## src/acpf_defs.svh

```systemverilog
// Offsets, field positions, reset values and timing counts for the converter control block
`ifndef ACPF_DEFS_SVH
`define ACPF_DEFS_SVH
`define ACPF_OUT_MODE_ADDR     8'h73
`define ACPF_DIVIDE_SELECT_PIN_ADDR       8'h72
`define ACPF_PWR_ADDR          8'h25
`define ACPF_F_FMT_LO          0
`define ACPF_F_FMT_HI          1
`define ACPF_F_CMOS            2
`define ACPF_F_DDR             3
`define ACPF_F_LOWI            4
`define ACPF_F_DLL_SLOW        5
`define ACPF_OUT_MODE_RST      8'h01
`define ACPF_LATENCY           10
`define ACPF_RELOCK_NS         52000
`define ACPF_CLK_NS            5
`define ACPF_RELOCK_CYC        (`ACPF_RELOCK_NS / `ACPF_CLK_NS)
`endif

```

## src/acpf_pkg.sv

```systemverilog
// Types shared by the converter control block
package acpf_pkg;
  typedef enum logic [1:0] {ACPF_FMT_OFFSET = 2'h0, ACPF_FMT_TWOS = 2'h1,
                            ACPF_FMT_GRAY = 2'h2} acpf_fmt_e;
  typedef enum logic [2:0] {ACPF_PWR_NORMAL = 3'h1, ACPF_PWR_NAP = 3'h2,
                            ACPF_PWR_SLEEP = 3'h4} acpf_pwr_e;
  typedef logic [1:0] acpf_tri_t;
endpackage

```

## src/acpf_ctrl.sv

```systemverilog
// Clock divide, power state and output format control around the converter core
`timescale 1ns/1ps
`default_nettype none
`include "acpf_defs.svh"
module acpf_ctrl
  import acpf_pkg::*;
#(
  parameter int          DATA_W     = 14,
  parameter int unsigned RELOCK_CYC = `ACPF_RELOCK_CYC
) (
  input  wire  logic              sys_clk,
  input  wire  logic              rst_b,
  input  wire  acpf_tri_t         divide_select_pin,
  input  wire  acpf_tri_t         power_state_pin,
  input  wire  logic              divider_sync_reset_pos,
  input  wire  logic              divider_sync_reset_neg,
  input  wire  logic              recal_reset_n,
  input  wire  logic              cfg_wr,
  input  wire  logic [7:0]        cfg_addr,
  input  wire  logic [7:0]        cfg_wdata,
  output logic [7:0]              cfg_rdata,
  input  wire  logic [DATA_W-1:0] core_data,
  input  wire  logic              core_over_range,
  output logic [DATA_W-1:0]       sample_out,
  output logic                    over_range_out,
  output logic                    fwd_clock_pos,
  output logic                    fwd_clock_neg,
  output logic                    out_enable,
  output logic                    out_cmos,
  output logic                    out_ddr,
  output logic                    lvds_low_current,
  output logic                    dll_slow_range,
  output logic                    dll_locked,
  output logic [2:0]              power_state
);

  // ************************************************************
  // Pin synchronisers
  // ************************************************************
  logic [1:0] div_s1, div_s2, pwr_s1, pwr_s2;
  logic       rp_s1, rp_s2, rn_s1, rn_s2, rc_s1, rc_s2;

  // Reset values match the idle pin levels, so no false event follows reset
  always_ff @(posedge sys_clk or negedge rst_b) begin
    if (!rst_b) begin
      div_s1 <= 2'h1;
      div_s2 <= 2'h1;
      pwr_s1 <= 2'h0;
      pwr_s2 <= 2'h0;
    end else begin
      div_s1 <= divide_select_pin;
      div_s2 <= div_s1;
      pwr_s1 <= power_state_pin;
      pwr_s2 <= pwr_s1;
    end
  end

  always_ff @(posedge sys_clk or negedge rst_b) begin
    if (!rst_b) begin
      rp_s1 <= 1'h0;
      rp_s2 <= 1'h0;
      rn_s1 <= 1'h1;
      rn_s2 <= 1'h1;
    end else begin
      rp_s1 <= divider_sync_reset_pos;
      rp_s2 <= rp_s1;
      rn_s1 <= divider_sync_reset_neg;
      rn_s2 <= rn_s1;
    end
  end

  always_ff @(posedge sys_clk or negedge rst_b) begin
    if (!rst_b) begin
      rc_s1 <= 1'h1;
      rc_s2 <= 1'h1;
    end else begin
      rc_s1 <= recal_reset_n;
      rc_s2 <= rc_s1;
    end
  end

  // ************************************************************
  // Configuration registers
  // ************************************************************
  // Pin codes: 0 tied low, 1 floating, 2 tied high
  logic [7:0] out_mode;
  logic [2:0] div_ovr;
  logic [3:0] pwr_ovr;

  // Writes to unmapped addresses change nothing
  always_ff @(posedge sys_clk or negedge rst_b) begin
    if (!rst_b) begin
      out_mode <= `ACPF_OUT_MODE_RST;
    end else if (cfg_wr && cfg_addr == `ACPF_OUT_MODE_ADDR) begin
      out_mode <= cfg_wdata;
    end
  end

  always_ff @(posedge sys_clk or negedge rst_b) begin
    if (!rst_b) begin
      div_ovr <= 3'h0;
    end else if (cfg_wr && cfg_addr == `ACPF_DIVIDE_SELECT_PIN_ADDR) begin
      div_ovr <= cfg_wdata[2:0];
    end
  end

  always_ff @(posedge sys_clk or negedge rst_b) begin
    if (!rst_b) begin
      pwr_ovr <= 4'h0;
    end else if (cfg_wr && cfg_addr == `ACPF_PWR_ADDR) begin
      pwr_ovr <= cfg_wdata[3:0];
    end
  end

  always_ff @(posedge sys_clk or negedge rst_b) begin
    if (!rst_b) begin
      cfg_rdata <= 8'h00;
    end else begin
      unique case (cfg_addr)
        `ACPF_OUT_MODE_ADDR: cfg_rdata <= out_mode;
        `ACPF_DIVIDE_SELECT_PIN_ADDR:   cfg_rdata <= {5'h00, div_ovr};
        `ACPF_PWR_ADDR:      cfg_rdata <= {1'h0, power_state, pwr_ovr};
        default:             cfg_rdata <= 8'h00;
      endcase
    end
  end

  // ************************************************************
  // Divide ratio and power state selection
  // ************************************************************
  // Override bit 2 (divide) or bit 3 (power) set means the serial value wins over the pin
  logic [2:0] div_ratio, next_div_ratio;
  logic [2:0] next_power;

  always_comb begin
    if (div_ovr[2]) begin
      next_div_ratio = (div_ovr[1:0] == 2'h0) ? 3'h2 :
                       (div_ovr[1:0] == 2'h2) ? 3'h4 : 3'h1;
    end else begin
      next_div_ratio = (div_s2 == 2'h0) ? 3'h2 :
                       (div_s2 == 2'h2) ? 3'h4 : 3'h1;
    end
    if (pwr_ovr[3]) begin
      next_power = (pwr_ovr[1:0] == 2'h1) ? ACPF_PWR_NAP :
                   (pwr_ovr[1:0] == 2'h2) ? ACPF_PWR_SLEEP : ACPF_PWR_NORMAL;
    end else begin
      next_power = (pwr_s2 == 2'h0) ? ACPF_PWR_NORMAL :
                   (pwr_s2 == 2'h1) ? ACPF_PWR_SLEEP : ACPF_PWR_NAP;
    end
  end

  always_ff @(posedge sys_clk or negedge rst_b) begin
    if (!rst_b) begin
      div_ratio <= 3'h1;
    end else begin
      div_ratio <= next_div_ratio;
    end
  end

  always_ff @(posedge sys_clk or negedge rst_b) begin
    if (!rst_b) begin
      power_state <= ACPF_PWR_NORMAL;
    end else begin
      power_state <= next_power;
    end
  end

  // ************************************************************
  // Delay-locked loop relock tracking
  // ************************************************************
  // Relock counted at full rate; slower rates only make this optimistic
  logic [31:0] lock_cnt;

  always_ff @(posedge sys_clk or negedge rst_b) begin
    if (!rst_b) begin
      lock_cnt   <= 32'h0;
      dll_locked <= 1'h0;
    end else if (next_div_ratio != div_ratio) begin
      lock_cnt   <= 32'h0;
      dll_locked <= 1'h0;
    end else if (lock_cnt < RELOCK_CYC) begin
      lock_cnt   <= lock_cnt + 32'h1;
      dll_locked <= 1'h0;
    end else begin
      dll_locked <= 1'h1;
    end
  end

  always_ff @(posedge sys_clk or negedge rst_b) begin
    if (!rst_b) begin
      dll_slow_range <= 1'h0;
    end else begin
      dll_slow_range <= out_mode[`ACPF_F_DLL_SLOW];
    end
  end

  // ************************************************************
  // Clock divider with synchronous reset
  // ************************************************************
  // Reset counted only when the pair is a valid complement
  logic       div_rst, sample_en, recal_hold;
  logic [1:0] div_cnt;
  logic       fclk;

  assign div_rst    = rp_s2 & ~rn_s2;
  assign recal_hold = ~rc_s2 & (div_ratio != 3'h1);

  always_ff @(posedge sys_clk or negedge rst_b) begin
    if (!rst_b) begin
      div_cnt <= 2'h0;
    end else if (div_rst || div_ratio == 3'h1) begin
      div_cnt <= 2'h0;
    end else begin
      div_cnt <= (div_cnt + 2'h1) & 2'((div_ratio == 3'h2) ? 2'h1 : 2'h3);
    end
  end

  assign sample_en = (div_cnt == 2'h0) && !(div_rst && div_ratio != 3'h1);

  always_ff @(posedge sys_clk or negedge rst_b) begin
    if (!rst_b) begin
      fclk <= 1'h0;
    end else if (recal_hold) begin
      fclk <= 1'h0;
    end else if (div_ratio == 3'h1) begin
      fclk <= ~fclk;
    end else begin
      fclk <= (div_cnt < 2'(div_ratio >> 1));
    end
  end

  // ************************************************************
  // Pipeline latency and code formatting
  // ************************************************************
  // Fixed latency holds across a divider reset
  logic [DATA_W-1:0] pipe    [`ACPF_LATENCY];
  logic              or_pipe [`ACPF_LATENCY];
  logic [DATA_W-1:0] ob, gray, next_code;

  always_ff @(posedge sys_clk or negedge rst_b) begin
    if (!rst_b) begin
      pipe[0]    <= '0;
      or_pipe[0] <= 1'h0;
    end else if (sample_en) begin
      pipe[0]    <= core_data;
      or_pipe[0] <= core_over_range;
    end
  end

  // Stages move only on a sample enable, so latency counts sample cycles
  for (genvar s = 1; s < `ACPF_LATENCY; s++) begin : g_stage
    always_ff @(posedge sys_clk or negedge rst_b) begin
      if (!rst_b) begin
        pipe[s]    <= '0;
        or_pipe[s] <= 1'h0;
      end else if (sample_en) begin
        pipe[s]    <= pipe[s-1];
        or_pipe[s] <= or_pipe[s-1];
      end
    end
  end

  assign ob = pipe[`ACPF_LATENCY-1];

  // Top bit passes through; each lower bit compares with its upper neighbour
  assign gray[DATA_W-1] = ob[DATA_W-1];
  for (genvar b = 0; b < DATA_W - 1; b++) begin : g_gray
    assign gray[b] = ob[b] ^ ob[b+1];
  end

  always_comb begin
    unique case (out_mode[`ACPF_F_FMT_HI:`ACPF_F_FMT_LO])
      ACPF_FMT_OFFSET: next_code = ob;
      ACPF_FMT_GRAY:   next_code = gray;
      default:         next_code = {~ob[DATA_W-1], ob[DATA_W-2:0]};
    endcase
  end

  // ************************************************************
  // Output drive
  // ************************************************************
  always_ff @(posedge sys_clk or negedge rst_b) begin
    if (!rst_b) begin
      sample_out     <= '0;
      over_range_out <= 1'h0;
    end else if (sample_en) begin
      sample_out     <= next_code;
      over_range_out <= or_pipe[`ACPF_LATENCY-1];
    end
  end

  // Both legs come from flops on one edge so the pair never skews apart
  always_ff @(posedge sys_clk or negedge rst_b) begin
    if (!rst_b) begin
      fwd_clock_pos <= 1'h0;
      fwd_clock_neg <= 1'h1;
    end else begin
      fwd_clock_pos <= fclk;
      fwd_clock_neg <= ~fclk;
    end
  end

  always_ff @(posedge sys_clk or negedge rst_b) begin
    if (!rst_b) begin
      out_enable <= 1'h0;
    end else begin
      out_enable <= (power_state == ACPF_PWR_NORMAL);
    end
  end

  always_ff @(posedge sys_clk or negedge rst_b) begin
    if (!rst_b) begin
      out_cmos         <= 1'h0;
      out_ddr          <= 1'h0;
      lvds_low_current <= 1'h0;
    end else begin
      out_cmos         <= out_mode[`ACPF_F_CMOS];
      out_ddr          <= out_mode[`ACPF_F_DDR];
      lvds_low_current <= out_mode[`ACPF_F_LOWI];
    end
  end

endmodule // acpf_ctrl
`default_nettype wire

```

## config.mk

```make
export PLATFORM = sky130hd
export DESIGN_NAME = acpf_ctrl
export DESIGN_NICKNAME = d
export VERILOG_FILES = /design/src/acpf_pkg.sv /design/src/acpf_ctrl.sv
export VERILOG_INCLUDE_DIRS = /design/src
export SDC_FILE = /design/constraint.sdc
export NUM_CORES = 1
export LEC_CHECK = 0
export ABC_AREA = 1
export BUFFER_PORTS_ARGS = -buffer_cell sky130_fd_sc_hd__buf_2
export CORE_MARGIN = 2
export CORE_UTILIZATION = 30
export CTS_BUF_LIST = sky130_fd_sc_hd__clkbuf_4 sky130_fd_sc_hd__clkbuf_8
export CTS_CLUSTER_DIAMETER = 30
export DETAILED_ROUTE_END_ITERATION = 10
export GPL_TIMING_DRIVEN = 0
export PLACE_DENSITY_LB_ADDON = 0.25
export SYNTH_ARGS = -nofsm -noshare
export SYNTH_HDL_FRONTEND = slang
export SYNTH_SLANG_ARGS = --single-unit
```

## constraint.sdc

```tcl
create_clock -name sys_clk -period 1.6 [get_ports sys_clk]
set_clock_uncertainty 0.05 [all_clocks]
set_input_delay 0.16 -clock sys_clk [delete_from_list [all_inputs] [get_ports sys_clk]]
set_output_delay 0.16 -clock sys_clk [all_outputs]
set_load 0.01 [all_outputs]
```

==> results of run 1 <==
## layout by cell type (no fill, tap or decap), types with 10 or more instances in the layout
| cell type | n |
|---|---|
| nand2_1 | 285 |
| dfrtp_1 | 240 |
| inv_1 | 138 |
| o21ai_0 | 127 |
| buf_2 | 76 |
| clkbuf_8 | 65 |
| dlygate4sd3_1 | 46 |
| nand3_1 | 45 |
| o21ai_1 | 44 |
| nor2_1 | 37 |
| xor2_1 | 19 |
| clkbuf_4 | 17 |
| buf_4 | 16 |
| nor2_2 | 14 |
| nand2_2 | 13 |
| clkbuf_16 | 12 |
| buf_6 | 11 |
| buf_8 | 11 |
| dfstp_2 | 10 |
## power breakdown
part	internal (mW)	total [mW]	switching, mW
combinational	1.85	4.21	2.36
clock	5.09	7.97	2.87
sequential	8.18	9.01	0.830
total	15.1	21.2	6.06
## state kept, by name, summed over array words and instances, names as in the netlist, 3 cells and up
register	cells
cfg_rdata	8
div_ovr	3
div_ratio	3
lock_cnt	32
ob	14
or_pipe	10
out_mode	8
pipe	126
power_state	3
pwr_ovr	4
sample_out	14
## cell type report
| cell class | count | area [um2] | share of cell area |
|---|---|---|---|
| flip-flops and latches | 251 | 6290 | 0.466 |
| repair inverters | 1 | 8.76 | 0.000648 |
| repair buffers | 148 | 1330 | 0.0983 |
| clock inverters | 20 | 290 | 0.0215 |
| clock buffers | 77 | 985 | 0.0729 |
| multi-input cells | 624 | 3050 | 0.225 |
| inverters | 141 | 547 | 0.0405 |
| well taps | 442 | 553 | 0.0409 |
| plain buffers | 41 | 460 | 0.0341 |
## cell families after synthesis
logic type | count (synthesis) | synth area share
buf+inv | 185 | 0.0798
simple gates | 419 | 0.170
flops | 251 | 0.634
xor+xnor | 21 | 0.0185
compound gates | 178 | 0.0913
fa+ha+maj | 5 | 0.00630
## per-layer routing
metal	vias up	share of wire	wire [um]	GRT usage
met5	-	0	0	0
met4	0	0.021	483	0.0469
met3	47	0.045	1030	0.0323
met2	129	0.47	10700	0.225
met1	3537	0.47	10800	0.177
li1	3728	-	-	-
## worst max path at each step
stage,startpoint,slack [ps],end,depth (start not counted)
2_1_floorplan,lock_cnt[0],160,lock_cnt[8],8
3_3_place_gp,rst_b,-4300,pipe[130],1
3_5_place_dp,div_ratio[0],-390,pipe[129],6
4_1_cts,lock_cnt[28],1,lock_cnt[4],8
5_1_grt,div_s2[0],-50,lock_cnt[13],10
6_report,div_s2[0],30,lock_cnt[14],10
## stage by stage
stage | area, um2 | utilization | worst slack, ps
2_1_floorplan | 9930 | - | 158
3_3_place_gp | 10800 | 0.333 | -4300
5_1_grt | 13500 | 0.415 | -51.7
6_report | 13500 | 0.415 | 30.3
4_1_cts | 12900 | 0.396 | 1.40
3_5_place_dp | 10900 | 0.335 | -393
## what timing repair did
| item | CTS | global route |
|---|---|---|
| resized for setup | 52 | 137 |
| pin swaps | 3 | 9 |
| endpoints found under the hold margin | 189 | 0 |
| gates cloned | 2 | 14 |
| setup buffers | 8 | 4 |
| endpoints found under the setup margin | 175 | 186 |
| hold buffers | 46 | 0 |
==> reports/metrics.yaml, run 1 <==
dieArea_um2: 34600
ff2ff_setup_slack_ps: 30
ir_drop_v: 0.000637
start_util: 0.305
wire_per_inst_um: 13.2
ys_ff_latch: 251
arrival_ps: 2030
tightest_slew_ps: 552
cp_max_fo: 5
finalWirelength_um: 23100
synthDistinctLibCells: 29
grt.overflow.total: 0
yosys-top-cells-count: "nand2_1, dfrtp_1, o21ai_0"
rows: 66
yosysTopAreaCell: "dfrtp_1"
period_minus_slack_ps: 1570
min_path_type: "in -> async"
synth_top_cell_area_share: 0.608
syn_to_final_growth_pct: 36.1
synthTopCellsByArea: "dfrtp_1, nand2_1, o21ai_0"
rr_worst_depth: 10
end_kind: "flip-flop"
htreeDepth: 2
finalHoldViolCount: 0
rsz0062_at_grt: "true"
syn_inst: 1059
mappedNetlistNets: 1105
die_x_um: 186
cts_buffers: 56
clk_latency_ps: 570
drv_cap: 0
synth-async-reset-ratio: 1.00
cts_tree: "yes"
syn_area_um2: 9930
finalCritPeriodShare: 0.981
avgViaCountPerCell: 4.26
report.power.total_mw: 21.2
num_io_pins: 75
fillers: 3247
syn_avg_cell_area_um2: 9.37
io_buffer_count: 74
grt_pass1_wl_um: 38000
first_iter_violations: 273
antenna_found_initial: 0
die_y_um: 186
pwr_density_cell_nw_per_um2: 1570
setup_viol_count_final: 0
status: "completed"
holdWs_ps: 99.7
clkSinkCount: 251
root_buffer: "clkbuf_8"
critical_path_required_ps: 2060
cts_max_path_buffers: 3
ant_nets: 0
cp_slowest_cell: "dfstp_2"
place_inst: 1577
path_buf_inv: 4
fin_setup_tns_ps: 0
crit-reg2reg-launch: "div_s2[0]"
ys.flop_type: "dfrtp_1"
antenna_cells: 0
drive_gt1_frac: 0.232
first_pass_iters: 4
cellLeakagePower_nw: 6.51
yosysWarnings: 0
worst_setup_path_start_kind: "flip-flop"
path_cells: "inv_1 -> nand2_2 -> nand3_1 -> nand2_1 -> nand3_2 -> nor2_4 -> buf_6 -> inv_6 -> clkbuf_16 -> nor2_1"
drc: 0
num_vias: 7441
yosysMostFrequentCell: "nand2_1"
core_um2: 32500
crit_type: "reg -> reg"
worstReg2RegEnd: "lock_cnt[14]"
synth_edf_count: 0
slowest_delay_ps: 560
relSlewSlack: 0.632
max_freq_mhz: 637
final_nets: 1310
clkTransAtPathRegs_ps: 50
grt_pass1_vias: 7693
layout.cells.non_filler: 1745
critical-path-top-delay-family: "flip-flops"
slew_violations: 0
dp_hpwl_um: 14200
grt_max_degree: 106
gp_congestion: 0.791
grt_use_total: 0.137
yosysSeqAreaShare: 0.634
Power figures use the tool's default switching activity.
==> run 2: changes to the inputs <==
CORE_UTILIZATION = 38   (was 30)
REMOVE_ABC_BUFFERS = 1   (was not set)
SETUP_SLACK_MARGIN = 0.4   (was not set)
==> reports/metrics.yaml, run 2 (synthesis results as in run 1) <==
status: "finished with violations"
violations: "hold timing, setup timing"
min_path_type: "in -> reg"
final_cell_mix: "dfrtp_1, nand2_1, inv_1"
crit-reg2reg-launch: "div_ratio[2]"
period_minus_slack_ps: 1640
gp_congestion: 0.787
place_inst: 1428
grt_use_total: 0.176
antenna_found_initial: 0
reg_top3: "pipe x126, lock_cnt x32"
avgViaCountPerCell: 4.72
dpl_cell_area_um2: 10600
largest_reg_flops: 126
crit_type: "reg -> reg"
first_pass_iters: 5
cts_max_path_buffers: 3
wire_per_inst_um: 15.6
cellLeakagePower_nw: 7.41
slowest_delay_ps: 360
io_buffer_count: 74
core_um2: 25800
finalCritPeriodShare: 1.02
antenna_cells: 0
fin_util: 0.583
worstHoldStart: "cfg_addr[1]"
start_util: 0.384
holdPathEnd: "cfg_rdata[4]"
final_common_cell: "dfrtp_1"
critical-path-top-delay-family: "buffers and inverters"
die_y_um: 166
drive_gt1_frac: 0.379
final_nets: 1333
syn_to_final_growth_pct: 51.7
max_freq_mhz: 611
pwr_density_cell_nw_per_um2: 1620
rsz0062_at_grt: "true"
root_buffer: "clkbuf_8"
arrival_ps: 2050
fin_setup_tns_ps: -36.2
num_io_pins: 75
drv_cap: 0
grt_max_degree: 93
grt_pass1_vias: 7752
cts_tree: "yes"
post-place-ws_ps: -1090
clkTransAtPathRegs_ps: 60
setup_viol_count_final: 1
finalWirelength_um: 26100
tightest_slew_ps: 668
grt_pass1_wl_um: 39300
htreeDepth: 2
cp_max_fo: 7
whs_path_depth: 4
critical_path_required_ps: 2020
finalHoldViolCount: 6
clkSinkCount: 251
layout.cells.non_filler: 1671
worstReg2RegEnd: "pipe[47]"
slew_violations: 0
holdWs_ps: -45.8
setup_ws_ps: -36.2
num_vias: 7893
ir_drop_v: 0.00115
rr_worst_depth: 10
dieArea_um2: 27400
cp_slowest_cell: "dfrtp_1"
path_buf_inv: 5
ctsHoldBuffers: 34
dp_hpwl_um: 10100
cts_buffers: 58
ant_nets: 0
top_register: "pipe"
multi_input_area_um2: 3970
report.power.total_mw: 24.4
fin_area_um2: 15100
die_x_um: 166
first_iter_violations: 493
clk_latency_ps: 570
grt.overflow.total: 0
ff2ff_setup_slack_ps: -40
seqCellArea_um2: 6290
worst_setup_path_start_kind: "flip-flop"
relSlewSlack: 0.552
drc: 0
fillers: 2170
rows: 59
path_cells: "inv_2 -> nand3_4 -> nand3_4 -> nand2_8 -> buf_16 -> clkinv_16 -> buf_16 -> buf_12 -> nand2_4 -> o21ai_2"
end_kind: "flip-flop"
[run 2: changes by cell type in the layout (fill, tap and decap cells not counted), sizes merged]
cell,before,now
buf,122,150
clkinv,8,20
dlygate4sd3,46,34
clkbuf,98,88
nand2,299,309
inv,141,146
clkinvlp,6,4
bufinv,7,8
nor2,60,61
[run 2: worst reg2reg max path, delay by kind of cell, from the launching register on]
family / cells / cell delay [ps]
buffers and inverters: 5 / 700
DFF: 1 / 360
and+or+nand+nor: 4 / 350
AOI/OAI and AO/OA: 1 / 60
[run 2: final cells by class]
class,instances,share of cell area
Clock buffer,81,0.0699
Multi-Input combinational cell,635,0.263
Timing Repair Buffer,191,0.149
Sequential cell,251,0.418
Inverter,141,0.0372
Clock inverter,28,0.0237
Tap cell,335,0.0278
Timing Repair inverter,9,0.0112
[run 2: repair_timing]
item                                   4_1_cts  5_1_grt
endpoints found under the hold margin      113        6
pin swaps                                   23       19
resized for setup                          170      296
gates cloned                                33       15
buffers inserted                            23       29
setup endpoints to repair                  232      288
[run 2: power by group]
part | internal, mW | leakage [nW] | switching, mW
registers | 8.19 | 3.29 | 1.14
clock network | 5.56 | 0.735 | 3.04
logic | 3.03 | 3.38 | 3.47
[run 2: worst max-delay path by stage]
stage,slack [ps],from,endpoint,depth (start not counted)
2_1_floorplan,-2110,div_ratio[0],or_pipe[1],5
3_3_place_gp,-4240,rst_b,out_enable,1
6_report,-40,div_ratio[2],pipe[47],10
5_1_grt,-80,div_ratio[2],pipe[47],10
4_1_cts,40,div_ratio[0],pipe[106],8
3_5_place_dp,-1090,div_ratio[0],pipe[108],7
[run 2: layer usage]
metal / wire [um] / vias to the layer above / track usage
met5: 0 / - / 0
met4: 567 / 0 / 0.0567
met3: 1060 / 48 / 0.0366
met2: 13200 / 157 / 0.295
met1: 11300 / 3871 / 0.228
li1: - / 3817 / -
